**src/logic/fsr_pkg.sv**
```systemverilog
// fsr_pkg: constants, state codes and carriers for the flash status block.
// assumes a 25 MHz system clock shared by the host bus and the register bus.
package fsr_pkg;

  // ==========================================================================
  // timing
  localparam int CLK_NS   = 40;
  localparam int WIN_US   = 80;                          // sector-erase add window
  localparam int PROT_US  = 100;                         // all-protected erase hold
  localparam int WIN_CYC  = (WIN_US * 1000) / CLK_NS;    // longest time: round down
  localparam int PROT_CYC = (PROT_US * 1000 + CLK_NS - 1) / CLK_NS;
  localparam int TMR_W    = 20;
  localparam int WIN_W    = 12;

  // ==========================================================================
  // host bus commands and unlock addresses
  localparam logic [11:0] UNL_A1   = 12'h555;
  localparam logic [11:0] UNL_A2   = 12'haaa;
  localparam logic [7:0]  UNL_D1   = 8'haa;
  localparam logic [7:0]  UNL_D2   = 8'h55;
  localparam logic [7:0]  CMD_PROG = 8'ha0;
  localparam logic [7:0]  CMD_ERS  = 8'h80;
  localparam logic [7:0]  CMD_BULK = 8'h10;
  localparam logic [7:0]  CMD_SECT = 8'h30;              // also resume
  localparam logic [7:0]  CMD_SUSP = 8'hb0;
  localparam logic [7:0]  CMD_RST  = 8'hf0;
  localparam logic [7:0]  ERASED   = 8'hff;

  // ==========================================================================
  // array geometry
  localparam int NSEC   = 8;
  localparam int SEC_W  = 3;
  localparam int BYTE_W = 3;
  localparam int IDX_W  = SEC_W + BYTE_W;
  localparam int NBYTES = 1 << IDX_W;

  // ==========================================================================
  // status byte bit positions
  localparam int SB_POLL = 7;
  localparam int SB_TGL  = 6;
  localparam int SB_FAIL = 5;
  localparam int SB_WIN  = 3;

  // ==========================================================================
  // register map (byte addresses) and fields
  localparam logic [3:0] REG_CTRL   = 4'h0;
  localparam logic [3:0] REG_STATUS = 4'h4;
  localparam int CTRL_PROT_LSB = 0;
  localparam int CTRL_INJ      = 8;
  localparam logic [7:0] PROT_RST = 8'h00;

  // ==========================================================================
  // states
  typedef enum logic [4:0] {
    OP_READ  = 5'b00001,
    OP_PROG  = 5'b00010,
    OP_ERASE = 5'b00100,
    OP_PROTW = 5'b01000,
    OP_SUSP  = 5'b10000
  } fsr_op_t;

  typedef enum logic [6:0] {
    SQ_IDLE = 7'b0000001,
    SQ_U1   = 7'b0000010,
    SQ_U2   = 7'b0000100,
    SQ_PROG = 7'b0001000,
    SQ_E3   = 7'b0010000,
    SQ_E4   = 7'b0100000,
    SQ_E5   = 7'b1000000
  } fsr_seq_t;

  // ==========================================================================
  // carriers
  typedef struct packed {
    logic        rd;       // one-cycle read strobe
    logic        wr;       // one-cycle write strobe
    logic [11:0] addr;     // A11..A0
    logic [7:0]  wdata;
    logic [NSEC-1:0] main_sector_select;
  } fsr_host_t;

  typedef struct packed {
    logic        read;
    logic        write;
    logic [3:0]  address;
    logic [31:0] writedata;
  } fsr_avm_t;

endpackage

```
**src/logic/fsr_flash_status.sv**
```systemverilog
// fsr_flash_status: small flash array with embedded program/erase sequencer,
// status-byte read path and an avalon-mm control/status slave.
// assumes host strobes and selects come from logic on clk (no synchroniser).
//
// Functional notes
// - read mode after reset or reset command
// - idle array always returns stored data
// - busy array reads return status, unlimited
// - program poll bit is inverse written bit
// - erase poll bit zero until done
// - status valid after fourth/sixth command write
// - all-protected erase: poll zero, then data
// - program toggle flips per selected read
// - program done: stop toggling, return data
// - erase toggle flips until erase completes
// - all-protected erase: toggle zero, then data
// - fail bit zero normally, one on failure
// - fail on zero-to-one or cell timeout
// - fail bit cleared only by reset or reset command
// - erase window bit one after 80us
// - program only clears bits; erase whole sectors
// - one byte per program sequence
// - program into protected sector ignored
// - commands need an active sector select
// - status bit layout 7,6,5,3; others zero
// - erase-sector reads return poll and fail
// - during erase only reset, suspend and add-sector accepted
`timescale 1ns/10ps
module fsr_flash_status
  import fsr_pkg::*;
#(
  parameter int PROG_CYC  = 16,   // embedded program duration
  parameter int ERASE_CYC = 64    // embedded erase duration after last sector command
) (
  input  wire logic       clk,              // 25 MHz system clock
  input  wire logic       nrst,             // async reset, active low
  input  wire fsr_host_t  host,             // host bus request
  output logic [7:0]      host_rdata_q,     // read data or status byte
  output logic            host_rvalid_q,    // read answer strobe
  input  wire fsr_avm_t   avm,              // avalon-mm request
  output logic [31:0]     avm_readdata_q,   // avalon read data
  output logic            avm_waitrequest_q // avalon wait
);

  // ==========================================================================
  // helpers
  function automatic logic [SEC_W-1:0] sec_of(input logic [NSEC-1:0] sel);
    logic [SEC_W-1:0] r;
    r = '0;
    for (int i = NSEC - 1; i >= 0; i--) begin
      if (sel[i]) begin
        r = SEC_W'(i);
      end
    end
    return r;
  endfunction

  function automatic logic is_cmd(input logic [11:0] a, input logic [7:0] d,
                                  input logic [11:0] ea, input logic [7:0] ed);
    return (a == ea) && (d == ed);
  endfunction

  // ==========================================================================
  // state
  fsr_op_t           op_q;
  fsr_seq_t          seq_q;
  logic [TMR_W-1:0]  tmr_q;
  logic [WIN_W-1:0]  win_q;
  logic [NSEC-1:0]   ers_mask_q;
  logic [IDX_W-1:0]  prog_idx_q;
  logic [7:0]        prog_data_q;
  logic              fail_q;
  logic              tgl_q;
  logic [7:0]        mem_q [NBYTES];
  logic [NSEC-1:0]   prot_q;
  logic              inj_q;

  logic              sel_any;
  logic              wr;
  logic              rd;
  logic [IDX_W-1:0]  idx;
  logic              reset_cmd;
  logic              start_prog;
  logic              start_bulk;
  logic              start_sect;
  logic              add_sect;
  logic              suspend;
  logic              resume;
  logic              tmr_done;
  logic              prog_bad;
  logic              fail_set;
  logic              busy_status;
  logic [NSEC-1:0]   new_mask;

  // ==========================================================================
  // command events
  always_comb begin
    sel_any     = |host.main_sector_select;
    wr          = host.wr && sel_any;
    rd          = host.rd && sel_any;
    idx         = {sec_of(host.main_sector_select), host.addr[BYTE_W-1:0]};
    reset_cmd   = wr && host.wdata == CMD_RST && seq_q != SQ_PROG;
    start_prog  = wr && op_q == OP_READ && seq_q == SQ_PROG
                  && !prot_q[sec_of(host.main_sector_select)];
    start_bulk  = wr && op_q == OP_READ && seq_q == SQ_E5
                  && is_cmd(host.addr, host.wdata, UNL_A1, CMD_BULK);
    start_sect  = wr && op_q == OP_READ && seq_q == SQ_E5
                  && host.wdata == CMD_SECT;
    add_sect    = wr && op_q == OP_ERASE && host.wdata == CMD_SECT
                  && win_q != WIN_W'(WIN_CYC);
    suspend     = wr && op_q == OP_ERASE && host.wdata == CMD_SUSP;
    resume      = wr && op_q == OP_SUSP && host.wdata == CMD_SECT;
    new_mask    = start_bulk ? {NSEC{1'b1}} : host.main_sector_select;
    // a suspend or an added sector in the last timer cycle defers completion
    tmr_done    = tmr_q == TMR_W'(1) && op_q != OP_SUSP && !suspend && !add_sect;
    prog_bad    = (mem_q[prog_idx_q] & prog_data_q) != prog_data_q;
    fail_set    = tmr_done && ((op_q == OP_PROG && (prog_bad || inj_q))
                  || (op_q == OP_ERASE && inj_q));
    busy_status = op_q == OP_PROG || op_q == OP_ERASE || op_q == OP_PROTW;
  end

  // ==========================================================================
  // instruction sequence tracker, only listens in read mode
  always_ff @(posedge clk or negedge nrst) begin
    if (!nrst) begin
      seq_q <= SQ_IDLE;
    end else if (wr) begin
      if (op_q != OP_READ || reset_cmd) begin
        seq_q <= SQ_IDLE;
      end else begin
        case (seq_q)
          SQ_IDLE: seq_q <= is_cmd(host.addr, host.wdata, UNL_A1, UNL_D1) ? SQ_U1 : SQ_IDLE;
          SQ_U1:   seq_q <= is_cmd(host.addr, host.wdata, UNL_A2, UNL_D2) ? SQ_U2 : SQ_IDLE;
          SQ_U2: begin
            if (is_cmd(host.addr, host.wdata, UNL_A1, CMD_PROG)) begin
              seq_q <= SQ_PROG;
            end else if (is_cmd(host.addr, host.wdata, UNL_A1, CMD_ERS)) begin
              seq_q <= SQ_E3;
            end else begin
              seq_q <= SQ_IDLE;
            end
          end
          SQ_PROG: seq_q <= SQ_IDLE;
          SQ_E3:   seq_q <= is_cmd(host.addr, host.wdata, UNL_A1, UNL_D1) ? SQ_E4 : SQ_IDLE;
          SQ_E4:   seq_q <= is_cmd(host.addr, host.wdata, UNL_A2, UNL_D2) ? SQ_E5 : SQ_IDLE;
          SQ_E5:   seq_q <= SQ_IDLE;
          default: seq_q <= SQ_IDLE;
        endcase
      end
    end
  end

  // ==========================================================================
  // operation state and its timer
  always_ff @(posedge clk or negedge nrst) begin
    if (!nrst) begin
      op_q  <= OP_READ;
      tmr_q <= '0;
    end else if (reset_cmd) begin
      op_q  <= OP_READ;
      tmr_q <= '0;
    end else begin
      case (op_q)
        OP_READ: begin
          if (start_prog) begin
            op_q  <= OP_PROG;
            tmr_q <= TMR_W'(PROG_CYC);
          end else if ((start_bulk || start_sect) && (new_mask & ~prot_q) == '0) begin
            op_q  <= OP_PROTW;
            tmr_q <= TMR_W'(PROT_CYC);
          end else if (start_bulk || start_sect) begin
            op_q  <= OP_ERASE;
            tmr_q <= TMR_W'(ERASE_CYC);
          end
        end
        OP_PROG, OP_PROTW: begin
          if (tmr_q != '0) begin
            tmr_q <= tmr_q - TMR_W'(1);
          end
          if (tmr_done && !fail_set) begin
            op_q <= OP_READ;
          end
        end
        OP_ERASE: begin
          if (suspend) begin
            op_q <= OP_SUSP;
          end else if (add_sect) begin
            tmr_q <= TMR_W'(ERASE_CYC);
          end else begin
            if (tmr_q != '0) begin
              tmr_q <= tmr_q - TMR_W'(1);
            end
            if (tmr_done && !fail_set) begin
              op_q <= OP_READ;
            end
          end
        end
        OP_SUSP: begin
          if (resume) begin
            op_q <= OP_ERASE;
          end
        end
        default: begin
          op_q <= OP_READ;
        end
      endcase
    end
  end

  // ==========================================================================
  // erase target mask and add-sector window
  always_ff @(posedge clk or negedge nrst) begin
    if (!nrst) begin
      ers_mask_q <= '0;
      win_q      <= '0;
    end else if (start_sect || add_sect) begin
      ers_mask_q <= (start_sect ? '0 : ers_mask_q) | new_mask;
      win_q      <= '0;
    end else if (start_bulk) begin
      ers_mask_q <= new_mask;
      win_q      <= WIN_W'(WIN_CYC);   // bulk erase takes no additions
    end else if (win_q != WIN_W'(WIN_CYC)) begin
      win_q      <= win_q + WIN_W'(1);
    end
  end

  // ==========================================================================
  // program target latch
  always_ff @(posedge clk or negedge nrst) begin
    if (!nrst) begin
      prog_idx_q  <= '0;
      prog_data_q <= ERASED;
    end else if (start_prog) begin
      prog_idx_q  <= idx;
      prog_data_q <= host.wdata;
    end
  end

  // ==========================================================================
  // fail flag: a failure in the same cycle as a reset command still sets it
  always_ff @(posedge clk or negedge nrst) begin
    if (!nrst) begin
      fail_q <= 1'b0;
    end else if (fail_set) begin
      fail_q <= 1'b1;
    end else if (reset_cmd) begin
      fail_q <= 1'b0;
    end
  end

  // ==========================================================================
  // array storage; failed programs still pull bits low, as real cells would
  always_ff @(posedge clk or negedge nrst) begin
    if (!nrst) begin
      for (int i = 0; i < NBYTES; i++) begin
        mem_q[i] <= ERASED;
      end
    end else if (tmr_done && op_q == OP_PROG) begin
      mem_q[prog_idx_q] <= mem_q[prog_idx_q] & prog_data_q;
    end else if (tmr_done && op_q == OP_ERASE && !inj_q) begin
      for (int i = 0; i < NBYTES; i++) begin
        if (ers_mask_q[i >> BYTE_W] && !prot_q[i >> BYTE_W]) begin
          mem_q[i] <= ERASED;
        end
      end
    end
  end

  // ==========================================================================
  // host read path
  always_ff @(posedge clk or negedge nrst) begin
    if (!nrst) begin
      tgl_q <= 1'b0;
    end else if (rd && (op_q == OP_PROG || op_q == OP_ERASE)) begin
      tgl_q <= ~tgl_q;
    end
  end

  always_ff @(posedge clk or negedge nrst) begin
    if (!nrst) begin
      host_rvalid_q <= 1'b0;
      host_rdata_q  <= '0;
    end else begin
      host_rvalid_q <= rd;
      if (rd) begin
        if (busy_status) begin
          host_rdata_q          <= '0;
          host_rdata_q[SB_POLL] <= (op_q == OP_PROG) && !prog_data_q[SB_POLL];
          host_rdata_q[SB_TGL]  <= (op_q != OP_PROTW) && tgl_q;
          host_rdata_q[SB_FAIL] <= fail_q;
          host_rdata_q[SB_WIN]  <= win_q == WIN_W'(WIN_CYC);
        end else begin
          host_rdata_q          <= mem_q[idx];
        end
      end
    end
  end

  // ==========================================================================
  // avalon-mm slave: one wait cycle, then the answer
  always_ff @(posedge clk or negedge nrst) begin
    if (!nrst) begin
      avm_waitrequest_q <= 1'b1;
    end else if ((avm.read || avm.write) && avm_waitrequest_q) begin
      avm_waitrequest_q <= 1'b0;
    end else begin
      avm_waitrequest_q <= 1'b1;
    end
  end

  always_ff @(posedge clk or negedge nrst) begin
    if (!nrst) begin
      prot_q <= PROT_RST;
      inj_q  <= 1'b0;
    end else if (avm.write && !avm_waitrequest_q && avm.address == REG_CTRL) begin
      prot_q <= avm.writedata[CTRL_PROT_LSB +: NSEC];
      inj_q  <= avm.writedata[CTRL_INJ];
    end
  end

  always_ff @(posedge clk or negedge nrst) begin
    if (!nrst) begin
      avm_readdata_q <= '0;
    end else if (avm.read && avm_waitrequest_q) begin
      case (avm.address)
        REG_CTRL:   avm_readdata_q <= {23'h0, inj_q, prot_q};
        REG_STATUS: avm_readdata_q <= {16'h0, ers_mask_q, 2'h0, tgl_q,
                                       op_q == OP_PROTW, op_q == OP_SUSP,
                                       win_q == WIN_W'(WIN_CYC), fail_q,
                                       op_q != OP_READ};
        default:    avm_readdata_q <= '0;
      endcase
    end
  end

endmodule

```
**config.mk**
```make
export PLATFORM = sky130hd
export DESIGN_NAME = fsr_flash_status
export DESIGN_NICKNAME = d
export VERILOG_FILES = /design/src/logic/fsr_pkg.sv /design/src/logic/fsr_flash_status.sv
export SDC_FILE = /design/constraint.sdc
export NUM_CORES = 1
export LEC_CHECK = 0
export BUFFER_PORTS_ARGS = -buffer_cell sky130_fd_sc_hd__buf_4
export CAP_MARGIN = 0
export CORE_MARGIN = 3
export CORE_UTILIZATION = 45
export DETAILED_ROUTE_END_ITERATION = 8
export PLACE_DENSITY_LB_ADDON = 0.25
export SYNTH_ARGS = -nofsm -noshare
export SYNTH_HDL_FRONTEND = slang
export SYNTH_SLANG_ARGS = --single-unit
export TNS_END_PERCENT = 50
```
**constraint.sdc**
```tcl
create_clock -name clk -period 4.36 [get_ports clk]
set_input_delay 0.872 -clock clk [delete_from_list [all_inputs] [get_ports clk]]
set_output_delay 0.872 -clock clk [all_outputs]
set_load 0.005 [all_outputs]
```
Word level (Yosys, flattened, before mapping):

Index checks and enable logic that the tools add are counted.
W data, S select, Z words.

* add/sub/neg operators: 2
* multipliers: 0
* divide/modulo/power cells: 0
* order comparisons: 4
* equality and inequality tests: 35
* shifts and indexed selects: 0
* multiplexer cells: 66
* bitwise gates (word level): 7
* reductions and logical operators: 99

Operators with widths (number)
* $mux W512: 2
* $bwmux W512: 1
* $mux W8: 18
* $mux W20: 7
* $bmux W8 S6: 2
* $pmux W20 S3: 1
* $mux W5: 10
* $demux W8 S6: 1
* $logic_and A1 B1 Y1: 48
* $eq A8 B8 Y1 const B: 5
* $mux W12: 3
* $pmux W7 S5: 1
* $pmux W16 S2: 1
* $mux W3: 9
* $eq A12 B11 Y1 const B: 2
* $reduce_bool A2 Y1: 11
* $eq A20 B1 Y1 const B: 1
* $pmux W5 S4: 1
* $reduce_bool A20 Y1: 1
* $sub A20 B1 Y20 const B: 1
* $and A8 B8 Y8: 2
* $reduce_and A2 Y1: 8
* $logic_not A1 Y1: 15
* $ge A7 B7 Y1 const B: 2
* 46 further kinds: 60

* bits in registers: 631
* bits in latches: 0
* RAM bits: 0
* memory bits (read-only): 0
* input port bits: 70
* output and inout port bits: 42
* logic and storage cells: 292
* memories kept: 0

Longest topological paths before layout:

Gate-level depths: netlist (run 1).

* depth after elaboration: 17
* depth in mapped cells: 14
* gate-level depth less buffers: 10

Worst setup path after synthesis (run 1):

No wires, ideal clock.

* path kind: input port to flip-flop
* start point: in host[16] (netlist name)
* end point: reg host_rdata_q[1]
* setup time: 0.122 ns
* arrival time: 3.450 ns
* required time: 4.238 ns
* path slack: 0.788 ns
* cell stages on the path: 8
* path buffers: 3
* path through: clkbuf_1 clkbuf_1 buf_1 mux4_2 mux4_2 nand2_1 nand3_1 a32o_1

* cells in the longest elaborated chain, start to end: 5

RTL lines
* start: declaration: RTL line fsr_flash_status.sv:37 `input wire fsr_host_t host,`
* $not A6 Y7 (not written as such): RTL line fsr_flash_status.sv:293 `host_rdata_q <= mem_q[idx];`
* $bmux W8 S6: RTL line fsr_flash_status.sv:293
* $mux W8 (not written as such) (2 in a row): RTL line fsr_flash_status.sv:293
* $mux W8: RTL line fsr_flash_status.sv:286 `if (busy_status) begin`
* end signal: indexed assignment: RTL line fsr_flash_status.sv:288 `host_rdata_q[SB_POLL] <= (op_q == OP_PROG) && !prog_data_q[SB_POLL];`
* end signal: indexed assignment: RTL line fsr_flash_status.sv:289 `host_rdata_q[SB_TGL] <= (op_q != OP_PROTW) && tgl_q;`
* end signal: assignment: RTL line fsr_flash_status.sv:293
* end: declaration: RTL line fsr_flash_status.sv:38 `output logic [7:0] host_rdata_q,`

Every way passes these cells. The select of a mux whose other input is x is not followed.
A chain may end at the register's enable or synchronous reset.

Worst setup path in the final report (run 1):

* start point: reg prog_idx_q[2]
* end point: reg mem_q[39] (netlist name)

* cells in the longest elaborated chain, start to end: 7
* elaborated cells between the ends (all ways): 12
* those cells by class: 2 x order compare; 7 x mux; 2 x bitwise; 1 x reduce/logical

RTL lines
* start: declaration: RTL line fsr_flash_status.sv:70 `logic [IDX_W-1:0] prog_idx_q;`
* start signal: assignment: RTL line fsr_flash_status.sv:234 `prog_idx_q <= idx;`
* $not A6 Y7 (not written as such) (*): RTL line fsr_flash_status.sv:259 `mem_q[prog_idx_q] <= mem_q[prog_idx_q] & prog_data_q;`
* $ge A7 B7 Y1 (not written as such) (tied with other cells): RTL line fsr_flash_status.sv:259
* $logic_and A1 B1 Y1 (not written as such) or $mux W8 (tied branches): RTL line fsr_flash_status.sv:259
* $mux W8 (not written as such): RTL line fsr_flash_status.sv:259
* $demux W8 S6 or $and A8 B8 Y8 (tied branches): RTL line fsr_flash_status.sv:259
* $bwmux W512 (*): RTL line fsr_flash_status.sv:259
* $mux W512 (*): RTL line fsr_flash_status.sv:258 `end else if (tmr_done && op_q == OP_PROG) begin`
* end signal: indexed assignment: RTL line fsr_flash_status.sv:259
* end: declaration: RTL line fsr_flash_status.sv:74 `logic [7:0] mem_q [NBYTES];`

Every way passes the cells marked *; elsewhere a longest branch is shown, timed or not. The select of a mux whose other input is x is not followed.

==> flow_metrics.env, run 1 <==
export IMPL_syn_area_um2=33850
export IMPL_synth_largest_area_cell="dfstp_2"
export IMPL_gp_congestion=1.035
export IMPL_p_seq_share_pct=45.0
export IMPL_synth_edf_count=0
export IMPL_rsz0062_at_grt="false"
export IMPL_critPathBufInv=4
export IMPL_grt_pass1_wl_um=194600
export IMPL_p_switching_w=0.003200
export IMPL_ctsHoldBuffers=0
export IMPL_synth_flop_cell="dfstp_2"
export IMPL_cts_max_level=3
export IMPL_hpwl_um=94160
export IMPL_regArea_um2=16060
export IMPL_syn_avg_cell_area_um2=10.19
export IMPL_yosysSeqAreaShare_pct=47.40
export IMPL_wire_per_inst_um=29.74
export IMPL_grt_ovfl_total=0
export IMPL_drive_gt1_share_pct=35.38
export IMPL_final_nets=3531
export IMPL_cts_buffers=71
export IMPL_pin_count=112
export IMPL_p_sw_share_pct=24.15
export IMPL_yosys_top_cells_area="dfstp_2 41%, mux4_2 13%, a21oi_1 7.9%, dfrtp_1 6.8%, nor2_1 6.7%"
export IMPL_cts_tree="yes"
export IMPL_worstSetupStartpointType="register"
export IMPL_syn2layout_area_growth_pct=16.42
export IMPL_final_cell_area_um2=39410
export IMPL_yosys_warnings=0
export IMPL_vias=29620
export IMPL_grt_pass1_vias=28590
export IMPL_synth_area_mux_share_pct=16.34
export IMPL_nFillCells=6389
export IMPL_hold_path_class="in2async"
export IMPL_cap_viol_max_count=0
export IMPL_synth_compound_gate_area_share_pct=17.07
export IMPL_clock_sinks=615
export IMPL_insertion_delay_ns=0.63
export IMPL_die_x_um=280.3
export IMPL_dr_pass1_iters=6
export IMPL_io_buffer_count=72
export IMPL_cts_buffer_depth=3
export IMPL_wl_um=133000
export IMPL_p_per_area_nw_per_um2=336.3
export IMPL_synth_xor_area_share_pct=0.3105
export IMPL_r2r_end="mem_q[39]"
export IMPL_combPwrFrac_pct=6.8
export IMPL_p_int_w=0.01005
export IMPL_drt_initial_drc_count=3771
export IMPL_reg2reg_from="prog_idx_q[2]"
export IMPL_cts_root_buffer="clkbuf_16"
export IMPL_start_util_pct=45.93
export IMPL_hold_violations=0
export IMPL_synth_simple_gate_area_share_pct=14.66
export IMPL_fp_coreArea_um2=73700
export IMPL_synth_top_family_by_area="compound AO/OA/AOI/OAI gates"
export IMPL_yosysUniqueCellTypes=82
export IMPL_tightestPinTransition_ns=1.311
export IMPL_cp_end_kind="register"
export IMPL_multi_input_area_um2=16560
export IMPL_critical_path_top_delay_family="simple AND/OR/NAND/NOR gates"
export IMPL_relSlewSlack_pct=12.20
export IMPL_slowest_stage="dfrtp_4"
export IMPL_cp_cell_sequence="buf_12 > buf_12 > mux2i_1 > o22ai_1 > o21ai_0 > nand4_1 > nor4_1 > buf_4 > nand2b_1 > and2_2 > buf_12 > a21oi_1"
export IMPL_syn_inst=3322
export IMPL_antenna_found_initial=7
export IMPL_grt_usage_pct=33.65
export IMPL_path_max_fanout=39
export IMPL_num_rows=99
export IMPL_yosysMostFrequentCell="nor2_1"
export IMPL_fin_setup_tns_ns=0
export IMPL_maxSlewViolCount=0
export IMPL_drtAntennaViolNets=0
export IMPL_clkPwrFrac_pct=48.2
export IMPL_cp_arrival_ns=4.74
export IMPL_die_area_um2=78550
export IMPL_drc=0
export IMPL_die_height_um=280.3
export IMPL_netlist_area_leader_share_pct=40.60
export IMPL_drt_vias_per_instance=6.625
export IMPL_cts_resized=0
export IMPL_finalClockSkew_ns=0.03184
export IMPL_ys_top_cells_by_count="602 x nor2_1, 537 x a21oi_1, 523 x dfstp_2, 193 x mux4_2, 172 x clkbuf_1"
export IMPL_placed_cell_area_um2=36930
export IMPL_path_common_cell="buf_12"
export IMPL_synth_seq_cells=615
export IMPL_rr_worst_depth=12
export IMPL_period_share_pct=96.41
export IMPL_ir_drop_mv=0.3105
export IMPL_cpPeakStageDelay_ns=0.61
export IMPL_worstPathRequired_ns=4.89
export IMPL_grt_max_degree=121
export IMPL_finalSetupViolations=0
export IMPL_critical_path_class="reg2reg"
export IMPL_holdWs_ns=0.2489
export IMPL_p_leak_nw=15.71
export IMPL_synthArstFlopShare_pct=100.0
export IMPL_post_route_min_period_ns=4.203
export IMPL_cts_setup_buffers=0
export IMPL_rrSetupSlack_ns=0.16
export IMPL_status="finished, final reports clean"
export IMPL_fmax_mhz=237.9
export IMPL_clk_pin_slew_ns=0.06
export IMPL_yosys_area_share_adder_pct=0.1479
power by group through the flow:
stage          logic (W)  clock network (W)  registers (W)
6_report        0.000902            0.00639        0.00596
5_1_grt         0.000991            0.00671        0.00597
4_1_cts         0.000899            0.00647        0.00596
3_5_place_dp    0.000894                  0        0.00604
3_3_place_gp    0.000880                  0        0.00603
2_1_floorplan   0.000513                  0        0.00600
per-layer routing:
metal,vias up,share of wire (%),global-route usage (%)
met4,8,6.0,17.47
met3,413,11,8.437
met2,1808,44,50.07
met5,-,0.044,0
met1,14910,39,45.72
li1,12490,-,-
metrics by stage:
step | setup slack [ns] | total power [W] | util (%) | std cells
finish | 0.1565 | 0.01325 | 53.47 | 4471
floorplan | 0.7884 | 0.006509 | - | 3337
global route | 0.1262 | 0.01368 | 53.46 | 4469
global placement | 0.3709 | 0.006911 | 50.10 | 4343
detailed placement | 0.4112 | 0.006931 | 50.10 | 4343
CTS | 0.3782 | 0.01333 | 53.46 | 4469
worst max-delay path by stage:
| stage | start | to | slack, ns | cells past startpoint |
|---|---|---|---|---|
| after global placement | prog_idx_q[2] | mem_q[95] | 0.37 | 12 |
| after global routing | prog_idx_q[0] | mem_q[311] | 0.13 | 12 |
| after detailed placement | prog_idx_q[2] | mem_q[383] | 0.41 | 12 |
| after CTS | prog_idx_q[2] | mem_q[39] | 0.38 | 12 |
| after floorplan | host[16] | host_rdata_q[1] | 0.79 | 8 |
| final | prog_idx_q[2] | mem_q[39] | 0.16 | 12 |
cell type report:
class,instances,area share [%]
clock inverters,26,0.9779
repair buffers,335,7.601
diodes,2,0.01270
flip-flops and latches,615,40.74
well taps,959,3.045
inverters,31,0.2953
clock buffers,100,5.305
multi-input cells,2403,42.02
state kept, by name, summed over array words and instances (netlist names), 7 cells and up:
| signal | cells |
|---|---|
| avm_readdata_q | 16 |
| ers_mask_q | 8 |
| host_rdata_q | 8 |
| mem_q | 512 |
| prog_data_q | 8 |
| prot_q | 8 |
| seq_q | 7 |
| tmr_q | 20 |
| win_q | 12 |
logic make-up after synthesis:
logic type | after synthesis
AND/OR/NAND/NOR | 1080
AO/OA/AOI/OAI | 982
flip-flops | 615
buffers and inverters | 319
multiplexers | 309
XOR/XNOR | 12
adder cells (fa/ha/maj) | 4
other | 1
cell usage in the layout (no fill, tap or decap), drive strengths merged, types with 22 or more instances in the layout:
| cell type | instances |
|---|---|
| o22ai | 68 |
| nand3b | 22 |
| buf | 334 |
| inv | 36 |
| a21oi | 537 |
| nor3 | 35 |
| mux2i | 98 |
| mux4 | 193 |
| dfstp | 523 |
| a22oi | 25 |
| nor2 | 602 |
| a221oi | 54 |
| nand3 | 55 |
| nor4 | 26 |
| clkbuf | 101 |
| o21ai | 160 |
| nand2 | 165 |
| dfrtp | 92 |
(Power assumes the default switching activity.)
==> inputs of run 2 (changes only) <==
Settings changed: CORE_MARGIN 3 to 2, CORE_UTILIZATION 45 to 35.
==> flow_metrics.env, run 2 (synthesis results as in run 1) <==
export IMPL_status="finished, final reports clean"
export IMPL_path_max_fanout=15
export IMPL_largest_register_ffs=512
export IMPL_num_rows=114
export IMPL_slowest_stage="nor3_4"
export IMPL_drt_vias_per_instance=5.983
export IMPL_path_common_cell="buf_4"
export IMPL_fmax_mhz=244.2
export IMPL_final_nets=3494
export IMPL_drc=0
export IMPL_finalClockSkew_ns=0.03902
export IMPL_fin_cells=4752
export IMPL_insertion_delay_ns=0.65
export IMPL_p_leak_nw=15.49
export IMPL_cpPeakStageDelay_ns=0.80
export IMPL_final_common_cell="nor2_1"
export IMPL_p_per_area_nw_per_um2=334.0
export IMPL_p_switching_w=0.003231
export IMPL_ctsHoldBuffers=0
export IMPL_gp_congestion=1.007
export IMPL_clk_pin_slew_ns=0.06
export IMPL_io_buffer_count=72
export IMPL_largest_register="mem_q"
export IMPL_cts_root_buffer="clkbuf_16"
export IMPL_maxSlewViolCount=0
export IMPL_diodes=0
export IMPL_largestRegisters="mem_q: 512 flops, tmr_q: 20 flops, avm_readdata_q: 16 flops"
export IMPL_clock_sinks=615
export IMPL_tightestPinTransition_ns=1.249
export IMPL_die_x_um=315.0
export IMPL_critical_path_top_delay_family="simple AND/OR/NAND/NOR gates"
export IMPL_cts_resized=0
export IMPL_cp_arrival_ns=4.64
export IMPL_vias=28430
export IMPL_mostFrequentLayoutCells="597 x nor2_1, 536 x a21oi_1, 523 x dfstp_2, 268 x buf_4, 193 x mux4_2"
export IMPL_cts_buffers=72
export IMPL_start_util_pct=35.16
export IMPL_grt_max_degree=102
export IMPL_combPwrFrac_pct=6.9
export IMPL_wire_per_inst_um=28.04
export IMPL_antenna_found_initial=4
export IMPL_critPathBufInv=2
export IMPL_dr_pass1_iters=6
export IMPL_p_int_w=0.009903
export IMPL_fp_coreArea_um2=96280
export IMPL_syn2layout_area_growth_pct=16.16
export IMPL_p_seq_share_pct=45.3
export IMPL_rsz0062_at_grt="false"
export IMPL_die_area_um2=99220
export IMPL_hold_path_class="in2async"
export IMPL_period_share_pct=93.90
export IMPL_drive_gt1_share_pct=34.64
export IMPL_hold_violations=0
export IMPL_nFillCells=9427
export IMPL_cts_setup_buffers=0
export IMPL_cp_end_kind="register"
export IMPL_relSlewSlack_pct=15.96
export IMPL_pin_count=112
export IMPL_grt_usage_pct=26.69
export IMPL_cap_viol_max_count=0
export IMPL_grt_pass1_wl_um=194900
export IMPL_ir_drop_mv=0.2182
export IMPL_rrSetupSlack_ns=0.27
export IMPL_cp_cell_sequence="or4_4 > nor4_4 > nand4_1 > nor3_4 > buf_4 > nand2_1 > o22ai_1 > buf_4 > nor2_1 > a21oi_1"
export IMPL_dp_cells=4622
export IMPL_grt_pass1_vias=27540
export IMPL_wl_um=133200
export IMPL_critical_path_class="reg2reg"
export IMPL_drtAntennaViolNets=0
export IMPL_cts_tree="yes"
export IMPL_clkPwrFrac_pct=47.8
export IMPL_finalPower_w=0.01313
export IMPL_fin_setup_tns_ns=0
export IMPL_finalSetupViolations=0
export IMPL_drt_initial_drc_count=2951
export IMPL_p_sw_share_pct=24.60
export IMPL_hpwl_um=92370
export IMPL_worstPathRequired_ns=4.90
export IMPL_die_height_um=315.0
export IMPL_cts_buffer_depth=3
export IMPL_cts_max_level=3
export IMPL_grt_ovfl_total=0
export IMPL_post_route_min_period_ns=4.094
export IMPL_worstSetupStartpointType="register"
run 2: metrics by stage:
| step | hold WS, ns | util (%) | area (um^2) | worst slack, ns |
|---|---|---|---|---|
| 5_1_grt | 0.2942 | 40.84 | 39320 | 0.1336 |
| 2_1_floorplan | 0.4395 | - | 33910 | 0.7884 |
| 6_report | 0.2753 | 40.84 | 39320 | 0.2658 |
| 3_5_place_dp | 0.4588 | 38.34 | 36910 | 0.2964 |
| 4_1_cts | 0.2688 | 40.84 | 39320 | 0.3527 |
| 3_3_place_gp | 0.4578 | 38.34 | 36910 | 0.3785 |
run 2: routing by layer:
| metal | vias up | global-route usage [%] | routed length [um] |
|---|---|---|---|
| li1 | 12400 | - | - |
| met1 | 14420 | 36.56 | 55420 |
| met2 | 1347 | 39.60 | 58220 |
| met3 | 262 | 7.242 | 13140 |
| met4 | 4 | 11.55 | 6428 |
| met5 | - | 0 | 27 |
run 2: path summary, 6_finish.rpt:
path / startpoint / to / depth (start not counted)
max: tmr_q[3] / mem_q[127] / 10
max reg2reg: tmr_q[3] / mem_q[127] / 10
min reg2reg: avm_readdata_q[7] / avm_readdata_q[7] / 2
min: nrst / win_q[7] / 1
max in group asynchronous: nrst / prog_data_q[2] / 2
min in group clk: avm[37] / avm_waitrequest_q / 2
run 2: power by group through the flow:
stage / combinational (W) / sequential [W] / clock, W
after floorplan: 0.000513 / 0.00600 / 0
after global routing: 0.000999 / 0.00596 / 0.00661
after global placement: 0.000900 / 0.00603 / 0
final: 0.000905 / 0.00595 / 0.00628
after CTS: 0.000908 / 0.00595 / 0.00638
after detailed placement: 0.000905 / 0.00603 / 0
run 2: layout make-up:
cell class / instances / area [um^2] / share of cell area [%]
clock buffers: 106 / 2090 / 5.314
inverters: 31 / 116.4 / 0.2959
clock inverters: 24 / 317.8 / 0.8082
well taps: 1276 / 1597 / 4.060
repair buffers: 297 / 2574 / 6.546
flip-flops and latches: 615 / 16060 / 40.83
multi-input cells: 2403 / 16570 / 42.14
